==> config.mk <==
export PLATFORM = sky130hd
export DESIGN_NAME = speed_supervisor
export DESIGN_NICKNAME = d
export VERILOG_FILES = /design/src/speed_supervisor.v
export VERILOG_INCLUDE_DIRS = /design/src /design/src/src
export SDC_FILE = /design/constraint.sdc
export NUM_CORES = 1
export LEC_CHECK = 0
export BUFFER_PORTS_ARGS = -buffer_cell sky130_fd_sc_hd__buf_4
export CORE_MARGIN = 5
export CORE_UTILIZATION = 30
export CTS_CLUSTER_DIAMETER = 80
export CTS_CLUSTER_SIZE = 40
export DETAILED_ROUTE_END_ITERATION = 8
export PLACE_DENSITY_LB_ADDON = 0.25
export SLEW_MARGIN = 0
export SYNTH_ARGS = -nofsm -noshare
export SYNTH_HDL_FRONTEND = slang
export SYNTH_SLANG_ARGS = --single-unit
==> constraint.sdc <==
create_clock -name clk_i -period 21 [get_ports clk_i]
set_input_delay 4.2 -clock clk_i [delete_from_list [all_inputs] [get_ports clk_i]]
set_output_delay 4.2 -clock clk_i [all_outputs]
set_load 0.01 [all_outputs]
==> src/speed_supervisor_defines.vh <==
// constants for the compressor speed supervisor
// assumes a 200 MHz clock; long times are scaled down through parameters
`ifndef SPEED_SUPERVISOR_DEFINES_VH
`define SPEED_SUPERVISOR_DEFINES_VH
`define CLK_MHZ 200
`define ADR_CTRL 8'h00
`define ADR_PRESET_BASE 8'h04
`define ADR_SKIP_BASE 8'h20
`define ADR_STATUS 8'h40
`define ADR_SPEED 8'h44
`define ADR_SERIAL_CMD 8'h48
`define ADR_FAULT 8'h4C
`define CTRL_ANALOG 0
`define CTRL_SERIAL 1
`define CTRL_BINARY 2
`define CTRL_SHARED 3
`define CTRL_ANTI_SHORT_CYCLE_DELAY_EN 4
`define CTRL_HW_V1 5
`define CTRL_ENVELOPE 6
`define CTRL_FAULT_CLR 7
`define CTRL_RESET 8'h10
`define SPD_MIN_HZ 16'd4000
`define SPD_MAX_HZ 16'd12000
`define SPD_BOOST_HZ 16'd16000
`define SKIP_DEF_LO 16'd8600
`define SKIP_DEF_HI 16'd9400
`define TEMP_FOLD_C 8'd80
`define TEMP_TRIP_C 8'd115
`define ANALOG_HZ_STEP 16'd1
`define NUM_FAULTS 17
`define RESTART_MAX 3
`define START_MAX 6
`define BYPASS_EDGES 6
`define BYPASS_EDGE_S 10
`define BYPASS_HOLD_S 2
`define BYPASS_MIN 30
`define TICK_US 1000
`define TICK_CYC (`TICK_US * `CLK_MHZ)
`endif

==> src/speed_supervisor.v <==
// speed command selection, skip bands, thermal, faults, cycle limiter
// assumes 24 V inputs arrive asynchronously; analog and temp come from
// converters on this clock; speeds are held in 0.01 Hz units
//
// Our own choices: the Wishbone register port and the register addresses.
`include "speed_supervisor_defines.vh"
`timescale 1ns/10ps
`default_nettype none
module speed_supervisor #(
	parameter TICK_CYC = `TICK_CYC,
	parameter FLASH_TICKS = 500,
	parameter PAUSE_TICKS = 2000,
	parameter HOUR_TICKS = 3600000
) (
	input wire clk_i,
	input wire rst_n_i,
	input wire [7:0] wb_adr_i,
	input wire [31:0] wb_dat_i,
	input wire [3:0] wb_sel_i,
	input wire wb_we_i,
	input wire wb_cyc_i,
	input wire wb_stb_i,
	output reg [31:0] wb_dat_o,
	output reg wb_ack_o,
	input wire low_speed_input_i,
	input wire high_speed_input_i,
	input wire select_input_i,
	input wire bypass_pins_i,
	input wire [9:0] analog_level_i,
	input wire [7:0] module_temp_i,
	input wire phase_order_fault_i,
	input wire phase_loss_i,
	input wire overcurrent_i,
	input wire input_volt_low_i,
	input wire input_volt_high_i,
	output reg motor_power_o,
	output reg [15:0] speed_cmd_o,
	output reg pwm_fold_o,
	output reg stage_trip_o,
	output reg fan_relay_o,
	output reg fault_led_o
);
	localparam [4:0] F_PHASE = 5'd1;
	localparam [4:0] F_LOSS = 5'd2;
	localparam [4:0] F_OC = 5'd3;
	localparam [4:0] F_VLOW = 5'd4;
	localparam [4:0] F_VHIGH = 5'd5;
	localparam [4:0] F_CYCLE = 5'd6;
	localparam [4:0] F_THERM = 5'd7;
	localparam [4:0] F_LOCK = 5'd17;
	localparam [1:0] L_IDLE = 2'd0;
	localparam [1:0] L_ON = 2'd1;
	localparam [1:0] L_OFF = 2'd2;
	localparam [1:0] L_PAUSE = 2'd3;
	localparam [15:0] HOLD_LAST = 1000 * `BYPASS_HOLD_S - 1;
	localparam [15:0] EDGE_WIN = 1000 * `BYPASS_EDGE_S;
	localparam [31:0] BYPASS_LEN = `BYPASS_MIN * 60 * 1000;
	localparam [15:0] FLASH_T = FLASH_TICKS;
	localparam [15:0] PAUSE_T = PAUSE_TICKS;

	// two-flop synchronisers for the 24 V inputs and bypass pins
	reg [3:0] sync1_q;
	reg [3:0] sync2_q;
	reg [3:0] prev_q;
	always @(posedge clk_i) begin
		if (!rst_n_i) begin
			sync1_q <= 4'h0;
			sync2_q <= 4'h0;
			prev_q <= 4'h0;
		end else begin
			sync1_q <= {bypass_pins_i, select_input_i, high_speed_input_i,
				low_speed_input_i};
			sync2_q <= sync1_q;
			prev_q <= sync2_q;
		end
	end
	wire lo_s = sync2_q[0];
	wire hi_s = sync2_q[1];
	wire sel_s = sync2_q[2];
	wire byp_s = sync2_q[3];
	wire sel_edge = sync2_q[2] ^ prev_q[2];

	// millisecond tick from the system clock
	reg [31:0] tick_cnt_q;
	reg tick_q;
	always @(posedge clk_i) begin
		if (!rst_n_i) begin
			tick_cnt_q <= 32'h0;
			tick_q <= 1'b0;
		end else if (tick_cnt_q == TICK_CYC - 1) begin
			tick_cnt_q <= 32'h0;
			tick_q <= 1'b1;
		end else begin
			tick_cnt_q <= tick_cnt_q + 32'h1;
			tick_q <= 1'b0;
		end
	end

	// registers
	reg [7:0] ctrl_q;
	reg [15:0] preset_q [0:6];
	reg [15:0] skip_lo_q [0:4];
	reg [15:0] skip_hi_q [0:4];
	reg [15:0] serial_cmd_q;
	wire wb_req = wb_cyc_i && wb_stb_i && !wb_ack_o;
	wire wb_wr = wb_req && wb_we_i;
	wire fault_clr = wb_wr && wb_adr_i == `ADR_CTRL && wb_sel_i[0] &&
		wb_dat_i[`CTRL_FAULT_CLR];
	genvar gi;
	generate
		for (gi = 0; gi < 7; gi = gi + 1) begin : g_preset
			always @(posedge clk_i) begin
				if (!rst_n_i)
					preset_q[gi] <= `SPD_MIN_HZ;
				else if (wb_wr && wb_adr_i == `ADR_PRESET_BASE + 4 * gi) begin
					if (wb_sel_i[0])
						preset_q[gi][7:0] <= wb_dat_i[7:0];
					if (wb_sel_i[1])
						preset_q[gi][15:8] <= wb_dat_i[15:8];
				end
			end
		end
		for (gi = 0; gi < 5; gi = gi + 1) begin : g_skip
			always @(posedge clk_i) begin
				if (!rst_n_i) begin
					skip_lo_q[gi] <= 16'h0;
					skip_hi_q[gi] <= 16'h0;
				end else if (wb_wr && wb_adr_i == `ADR_SKIP_BASE + 4 * gi) begin
					if (wb_sel_i[1:0] == 2'b11)
						skip_lo_q[gi] <= wb_dat_i[15:0];
					if (wb_sel_i[3:2] == 2'b11)
						skip_hi_q[gi] <= wb_dat_i[31:16];
				end
			end
		end
	endgenerate
	always @(posedge clk_i) begin
		if (!rst_n_i) begin
			ctrl_q <= `CTRL_RESET;
			serial_cmd_q <= 16'h0;
		end else begin
			if (wb_wr && wb_adr_i == `ADR_CTRL && wb_sel_i[0])
				ctrl_q <= {1'b0, wb_dat_i[6:0]};
			if (wb_wr && wb_adr_i == `ADR_SERIAL_CMD && wb_sel_i[1:0] == 2'b11)
				serial_cmd_q <= wb_dat_i[15:0];
		end
	end

	// raw speed request
	reg [15:0] req_hz;
	reg req_run;
	reg [2:0] code;
	always @* begin
		code = {sel_s, hi_s, lo_s};
		req_hz = 16'h0;
		req_run = 1'b0;
		if (ctrl_q[`CTRL_SERIAL]) begin
			req_hz = serial_cmd_q;
			req_run = serial_cmd_q != 16'h0;
		end else if (ctrl_q[`CTRL_ANALOG]) begin
			// 10 bits from 40 Hz in 0.08 Hz steps gives 8 Hz/100 steps, about 5 RPM
			req_hz = `SPD_MIN_HZ + {analog_level_i, 3'b000};
			req_run = lo_s;
		end else if (ctrl_q[`CTRL_BINARY]) begin
			req_run = code != 3'd0;
			if (code != 3'd0)
				req_hz = preset_q[code - 3'd1];
		end else if (ctrl_q[`CTRL_SHARED]) begin
			// presets 0,1 shared; 2 is heat boost
			req_run = lo_s || hi_s;
			req_hz = hi_s ? preset_q[1] : preset_q[0];
			if (sel_s && req_run)
				req_hz = preset_q[2];
		end else begin
			// sel picks heating pair 2,3 over cooling pair 0,1
			req_run = lo_s || hi_s;
			req_hz = preset_q[{sel_s, hi_s}];
		end
	end

	// envelope clamp; boost only with select and envelope flag
	wire boost_ok = sel_s && ctrl_q[`CTRL_ENVELOPE];
	wire [15:0] max_hz = boost_ok ? `SPD_BOOST_HZ : `SPD_MAX_HZ;
	reg [15:0] clamp_hz;
	reg [15:0] out_hz;
	integer k;
	always @* begin
		clamp_hz = req_hz;
		if (clamp_hz < `SPD_MIN_HZ)
			clamp_hz = `SPD_MIN_HZ;
		if (clamp_hz > max_hz)
			clamp_hz = max_hz;
		if (pwm_fold_o && clamp_hz > `SPD_MAX_HZ)
			clamp_hz = `SPD_MAX_HZ;
		out_hz = clamp_hz;
		// inside a band: settle on its lower edge, also during foldback
		if (out_hz > `SKIP_DEF_LO && out_hz < `SKIP_DEF_HI)
			out_hz = `SKIP_DEF_LO;
		for (k = 0; k < 5; k = k + 1)
			if (out_hz > skip_lo_q[k] && out_hz < skip_hi_q[k])
				out_hz = skip_lo_q[k];
	end

	// faults, restarts, cycle limiter
	reg [4:0] fault_q;
	reg [1:0] restarts_q;
	reg [31:0] restart_win_q;
	reg [2:0] starts_q;
	reg [31:0] hour_q;
	reg [31:0] bypass_q;
	reg [2:0] edges_q;
	reg [15:0] edge_win_q;
	reg [15:0] hold_q;
	wire hot_trip = module_temp_i >= `TEMP_TRIP_C;
	reg [4:0] new_fault;
	always @* begin
		new_fault = 5'd0;
		if (hot_trip)
			new_fault = F_THERM;
		else if (phase_order_fault_i)
			new_fault = F_PHASE;
		else if (phase_loss_i)
			new_fault = F_LOSS;
		else if (overcurrent_i)
			new_fault = F_OC;
		else if (input_volt_low_i)
			new_fault = F_VLOW;
		else if (input_volt_high_i)
			new_fault = F_VHIGH;
	end
	wire limit_on = ctrl_q[`CTRL_ANTI_SHORT_CYCLE_DELAY_EN] && bypass_q == 32'h0;
	wire run_ok = req_run && fault_q == 5'd0;
	wire start_req = run_ok && !motor_power_o;
	wire start_block = limit_on && starts_q >= `START_MAX;
	wire bypass_go = ctrl_q[`CTRL_HW_V1] ? (byp_s && hold_q ==
		HOLD_LAST && tick_q) :
		(sel_edge && edges_q == `BYPASS_EDGES - 1);
	wire power_on = start_req && !start_block && new_fault == 5'd0;
	wire power_off = !run_ok || new_fault != 5'd0;
	wire power_d = power_on || (motor_power_o && !power_off);
	always @(posedge clk_i) begin
		if (!rst_n_i) begin
			fault_q <= 5'd0;
			restarts_q <= 2'd0;
			restart_win_q <= 32'h0;
			starts_q <= 3'd0;
			hour_q <= 32'h0;
			bypass_q <= 32'h0;
			edges_q <= 3'd0;
			edge_win_q <= 16'h0;
			hold_q <= 16'h0;
			motor_power_o <= 1'b0;
			speed_cmd_o <= 16'h0;
			pwm_fold_o <= 1'b0;
			stage_trip_o <= 1'b0;
			fan_relay_o <= 1'b0;
		end else begin
			pwm_fold_o <= module_temp_i > `TEMP_FOLD_C;
			stage_trip_o <= hot_trip;
			if (new_fault != 5'd0 && fault_q != F_LOCK) begin
				// auto restart budget; fourth fault locks out
				if (restarts_q == `RESTART_MAX)
					fault_q <= F_LOCK;
				else
					fault_q <= new_fault;
			end else if (start_req && start_block) begin
				fault_q <= F_CYCLE;
			end else if (fault_clr || (fault_q != F_LOCK && fault_q !=
				5'd0 && new_fault == 5'd0)) begin
				if (fault_q != 5'd0 && fault_q != F_LOCK && !fault_clr)
					restarts_q <= restarts_q + 2'd1;
				fault_q <= 5'd0;
				if (fault_clr)
					restarts_q <= 2'd0;
			end
			if (tick_q) begin
				if (restart_win_q == 6 * HOUR_TICKS - 1) begin
					restart_win_q <= 32'h0;
					restarts_q <= 2'd0;
				end else
					restart_win_q <= restart_win_q + 32'h1;
				if (hour_q == HOUR_TICKS - 1) begin
					hour_q <= 32'h0;
					starts_q <= 3'd0;
				end else
					hour_q <= hour_q + 32'h1;
				if (bypass_q != 32'h0)
					bypass_q <= bypass_q - 32'h1;
				hold_q <= byp_s ? hold_q + 16'h1 : 16'h0;
				if (edge_win_q != 16'h0)
					edge_win_q <= edge_win_q - 16'h1;
				else
					edges_q <= 3'd0;
			end
			if (sel_edge) begin
				edges_q <= edges_q + 3'd1;
				if (edges_q == 3'd0)
					edge_win_q <= EDGE_WIN;
			end
			if (bypass_go) begin
				bypass_q <= BYPASS_LEN;
				edges_q <= 3'd0;
			end
			if (power_on) begin
				motor_power_o <= 1'b1;
				fan_relay_o <= 1'b1;
				if (starts_q != 3'd7)
					starts_q <= starts_q + 3'd1;
			end else if (power_off) begin
				motor_power_o <= 1'b0;
				fan_relay_o <= 1'b0;
			end
			// speed moves in step with power, so a stopped drive shows zero
			speed_cmd_o <= power_d ? out_hz : 16'h0;
		end
	end

	// led flasher: burst of code flashes, then a long dark pause
	reg [1:0] led_st_q;
	reg [15:0] led_t_q;
	reg [4:0] led_n_q;
	always @(posedge clk_i) begin
		if (!rst_n_i) begin
			led_st_q <= L_IDLE;
			led_t_q <= 16'h0;
			led_n_q <= 5'd0;
			fault_led_o <= 1'b0;
		end else if (fault_q == 5'd0) begin
			led_st_q <= L_IDLE;
			fault_led_o <= 1'b0;
		end else if (tick_q || led_st_q == L_IDLE) begin
			case (led_st_q)
				L_IDLE: begin
					led_st_q <= L_ON;
					led_n_q <= fault_q;
					led_t_q <= FLASH_T;
					fault_led_o <= 1'b1;
				end
				L_ON: if (led_t_q == 16'h0) begin
					led_st_q <= L_OFF;
					led_t_q <= FLASH_T;
					fault_led_o <= 1'b0;
					led_n_q <= led_n_q - 5'd1;
				end else
					led_t_q <= led_t_q - 16'h1;
				L_OFF: if (led_t_q == 16'h0) begin
					led_st_q <= (led_n_q == 5'd0) ? L_PAUSE : L_ON;
					led_t_q <= (led_n_q == 5'd0) ? PAUSE_T : FLASH_T;
					fault_led_o <= led_n_q != 5'd0;
				end else
					led_t_q <= led_t_q - 16'h1;
				L_PAUSE: if (led_t_q == 16'h0)
					led_st_q <= L_IDLE;
				else
					led_t_q <= led_t_q - 16'h1;
				default: led_st_q <= L_IDLE;
			endcase
		end
	end

	// wishbone read and one-cycle ack
	always @(posedge clk_i) begin
		if (!rst_n_i) begin
			wb_ack_o <= 1'b0;
			wb_dat_o <= 32'h0;
		end else begin
			wb_ack_o <= wb_req;
			wb_dat_o <= 32'h0;
			if (wb_req && !wb_we_i) begin
				if (wb_adr_i == `ADR_CTRL)
					wb_dat_o <= {24'h0, ctrl_q};
				else if (wb_adr_i >= `ADR_PRESET_BASE &&
					wb_adr_i < `ADR_PRESET_BASE + 8'd28 && wb_adr_i[1:0] == 2'b00)
					wb_dat_o <= {16'h0, preset_q[wb_adr_i[4:2] - 3'd1]};
				else if (wb_adr_i >= `ADR_SKIP_BASE &&
					wb_adr_i < `ADR_SKIP_BASE + 8'd20 && wb_adr_i[1:0] == 2'b00)
					wb_dat_o <= {skip_hi_q[wb_adr_i[4:2]], skip_lo_q[wb_adr_i[4:2]]};
				else if (wb_adr_i == `ADR_STATUS)
					wb_dat_o <= {18'h0, restarts_q, starts_q, bypass_q != 32'h0,
						pwm_fold_o, stage_trip_o, fan_relay_o, motor_power_o,
						sync2_q};
				else if (wb_adr_i == `ADR_SPEED)
					wb_dat_o <= {16'h0, speed_cmd_o};
				else if (wb_adr_i == `ADR_SERIAL_CMD)
					wb_dat_o <= {16'h0, serial_cmd_q};
				else if (wb_adr_i == `ADR_FAULT)
					wb_dat_o <= {27'h0, fault_q};
			end
		end
	end
endmodule
`default_nettype wire

==> results.cfg <==
[outcome]
outcome = finished, final reports clean

[setup_path]
cp_num_buf_inv = 7
cp_num_cells = 87
cp-end-kind = register
slowest_delay_ps = 540
cp.arrival_ps = 20300
crit_top_cell = o21a_1
cp-start-kind = input pin
critPathMaxFanout = 29
cp.required_ps = 21450
path_delay_family = compound AO/OA/AOI/OAI gates
path_class = input pin to register
crit_slowest_cell = or4_1
r2r_cells = 89

[power]
p_per_area_nw_per_um2 = 70.27
ir_drop_v = 0.00005812
finalPower_w = 0.002560
swShare_pct = 32.09
combPwrFrac_pct = 23.0
p_int_w = 0.001738
power.leakage_nw = 13.68
seq_power_share_pct = 46.1
p_switching_w = 0.0008214
pwr-share-clk_pct = 30.9

[global_route]
grt_pass1_vias = 25040
grt_pass1_wl_mm = 163.2
grt_overflow = 0
grt_usage_pct = 18.44
antenna_found_initial = 18
grt_max_degree = 44

[detailed_routing]
vias = 25620
drt_pass1_iterations = 7
wl_per_cell_um = 22.77
drt-total-wl_mm = 110.2
ant_nets = 0
drt_iter0_markers = 2320
vias_per_cell = 5.294
drc = 0

[cts]
cts_buffer_depth = 3
cts_root_buf = clkbuf_16
htree_levels = 2
clock_latency_ps = 600
cts_made_buffers = 35
cts_hold_buf = 0
cts.clk_slew.worst_paths_ps = 110
cts_tree = built
clock_sinks = 553

[synthesis]
synth_ff_type = dfxtp_1
yosysSeqAreaShare_pct = 42.42
async_flop_share_pct = 0
avgSynthCellArea_sq_um = 9.776
yosys_warnings = 0
synth_cell_type_count = 105
synth_edf_count = 272
synth_area_sq_um = 32510
synth_seq_cells = 553
synthCells = 3326

[floorplan]
io_pins = 130
core.rowCount = 120
dieArea_sq_um = 115100
start_util_pct = 30.29
fp.dieH_um = 339.2
die_w_um = 339.2
core_sq_um = 107400

[run]
drv_cap = 0

[placement]
io_buffers = 129
place_congestion = 0.9311
dp.final_hpwl_mm = 82.53

[sta]
maxSlewViolCount = 0
setup_viol = 0
hold_viol_final = 0
slew_headroom_pct = 15.26
fin_skew_ps = 27.03
post-route-period-util_pct = 94.54
period_minus_slack_ps = 19850
worst_pin_slew_ps = 1263
fmaxAchievable_ghz = 0.05037
rsz0062_at_grt = no
finalSetupTns_ps = 0

[finish]
syn_to_final_growth_pct = 12.02
fin_nets = 3660
drive_gt1_share_pct = 12.80

[worst_hold_path]
hold_path.class = register to register
hold_path_depth = 1
[final timing paths]
check	startpoint	slack, ps	to
setup / recovery	analog_level_i[6]	1150	speed_cmd_o[2]
hold / removal	sync1_q[2]	440	sync2_q[2]
setup reg to reg	sync2_q[1]	2880	speed_cmd_o[2]
hold reg to reg	sync1_q[2]	440	sync2_q[2]
[Yosys cell counts, types with 11 or more instances]
master / n / share of area (%)
inv_1: 203 / 2.3
dfxtp_1: 281 / 17
nand4_1: 62 / 1.2
a2111oi_0: 16 / 0.43
ha_1: 179 / 6.9
mux4_2: 73 / 5.1
or3_1: 67 / 1.3
and4_1: 11 / 0.30
mux2_4: 22 / 1.0
nor3_1: 54 / 0.83
clkbuf_1: 116 / 1.3
and2_1: 257 / 4.9
xor2_1: 88 / 2.4
o211ai_1: 19 / 0.44
a22oi_1: 17 / 0.39
nor4_1: 31 / 0.60
buf_1: 13 / 0.15
nor2_1: 314 / 3.6
a21o_1: 34 / 0.78
mux2_2: 17 / 0.59
buf_2: 13 / 0.20
nor2b_1: 38 / 0.73
o21ai_0: 111 / 1.7
nand2_1: 245 / 2.8
xnor2_1: 60 / 1.6
nand3_1: 64 / 0.99
mux2i_1: 92 / 2.8
o21a_1: 28 / 0.65
a21oi_1: 192 / 3.0
a211oi_1: 53 / 1.2
o22ai_1: 16 / 0.31
and3_1: 36 / 0.69
edfxtp_1: 272 / 25
nand2b_1: 30 / 0.58
[per-layer routing]
metal | GRT usage, % | part of all wire (%)
met4 | 6.250 | 3.7
met1 | 24.58 | 43
met3 | 3.322 | 7.2
met5 | 0 | 0.073
met2 | 30.34 | 46
[logic make-up (layout without fill, tap and decap cells)]
logic type                 after synthesis  in the layout  synth area share, %
muxes                                  211            211                9.770
adders and majority gates              179            179                6.888
xor gates and xnor gates               148            148                3.987
AOI/OAI and AO/OA                      601            603                12.20
and+or+nand+nor                       1268           1268                20.10
other                                    1             11              0.01153
DFF                                    553            553                42.42
buffers and inverters                  365            464                4.625
[metrics by stage]
| step | hold slack (ps) | setup WS, ps | utilization [%] | area, sq um | cells |
|---|---|---|---|---|---|
| after floorplan | 411.9 | 1860 | - | 32530 | 3329 |
| after global placement | 420.9 | 356.2 | 32.63 | 35030 | 4762 |
| after detailed placement | 420.3 | 116.8 | 32.63 | 35030 | 4762 |
| after CTS | 446.2 | 633.2 | 33.78 | 36260 | 4824 |
| after global routing | 455.4 | 83.79 | 33.91 | 36410 | 4833 |
| final | 440.3 | 1147 | 33.93 | 36420 | 4840 |
[what timing repair did]
item | in CTS | in global routing
resized for setup | 0 | 10
buffers inserted | 0 | 7
endpoints found under the hold margin | 0 | 0
setup endpoints to repair | 0 | 16
[worst register-to-register path: cells and delay by family, from the launching register on]
kind / cells / cell delay [ps]
and+or+nand+nor: 24 / 3760
adders and majority gates: 8 / 2950
DFF: 1 / 330
AOI/OAI and AO/OA: 47 / 8050
muxes: 3 / 1180
buffers and inverters: 7 / 1720
[cells in the final DEF (no fill, tap or decap), types with 34 or more instances in the layout]
| cell | instances |
|---|---|
| nor2b_1 | 37 |
| or3_1 | 67 |
| a21o_1 | 34 |
| and2_1 | 257 |
| and3_1 | 36 |
| xor2_1 | 88 |
| nor3_1 | 51 |
| buf_4 | 194 |
| nand4_1 | 62 |
| mux4_2 | 73 |
| nand3_1 | 64 |
| mux2i_1 | 92 |
| xnor2_1 | 59 |
| dfxtp_1 | 279 |
| a21oi_1 | 190 |
| ha_1 | 179 |
| clkbuf_16 | 35 |
| o21ai_0 | 96 |
| edfxtp_1 | 272 |
| inv_1 | 202 |
| a211oi_1 | 53 |
| nand2_1 | 245 |
| nor2_1 | 314 |
[sequential cells by signal, summed over array words and instances (netlist names), 32 cells and up]
register,flops
bypass_q,32
hour_q,32
preset_q,112
restart_win_q,32
skip_hi_q,80
skip_lo_q,80
tick_cnt_q,32
wb_dat_o,32
[power by group through the flow]
stage / combinational [W] / sequential (W) / clock [W]
4_1_cts: 0.000555 / 0.00118 / 0.000819
2_1_floorplan: 0.000394 / 0.00119 / 0
5_1_grt: 0.000646 / 0.00118 / 0.000853
6_report: 0.000588 / 0.00118 / 0.000790
3_5_place_dp: 0.000551 / 0.00120 / 0
3_3_place_gp: 0.000550 / 0.00120 / 0
[final cells by class]
type / count / area [sq um]
inverter: 206 / 773.2
sequential: 553 / 13800
antenna: 7 / 17.52
fill: 10950 / 70930
multi-input combinational: 2413 / 17360
timing repair buffer: 196 / 1496
clock buffer: 36 / 879.6
clock inverter: 26 / 347.8
tap: 1403 / 1755
Power figures use the tool's default switching activity.
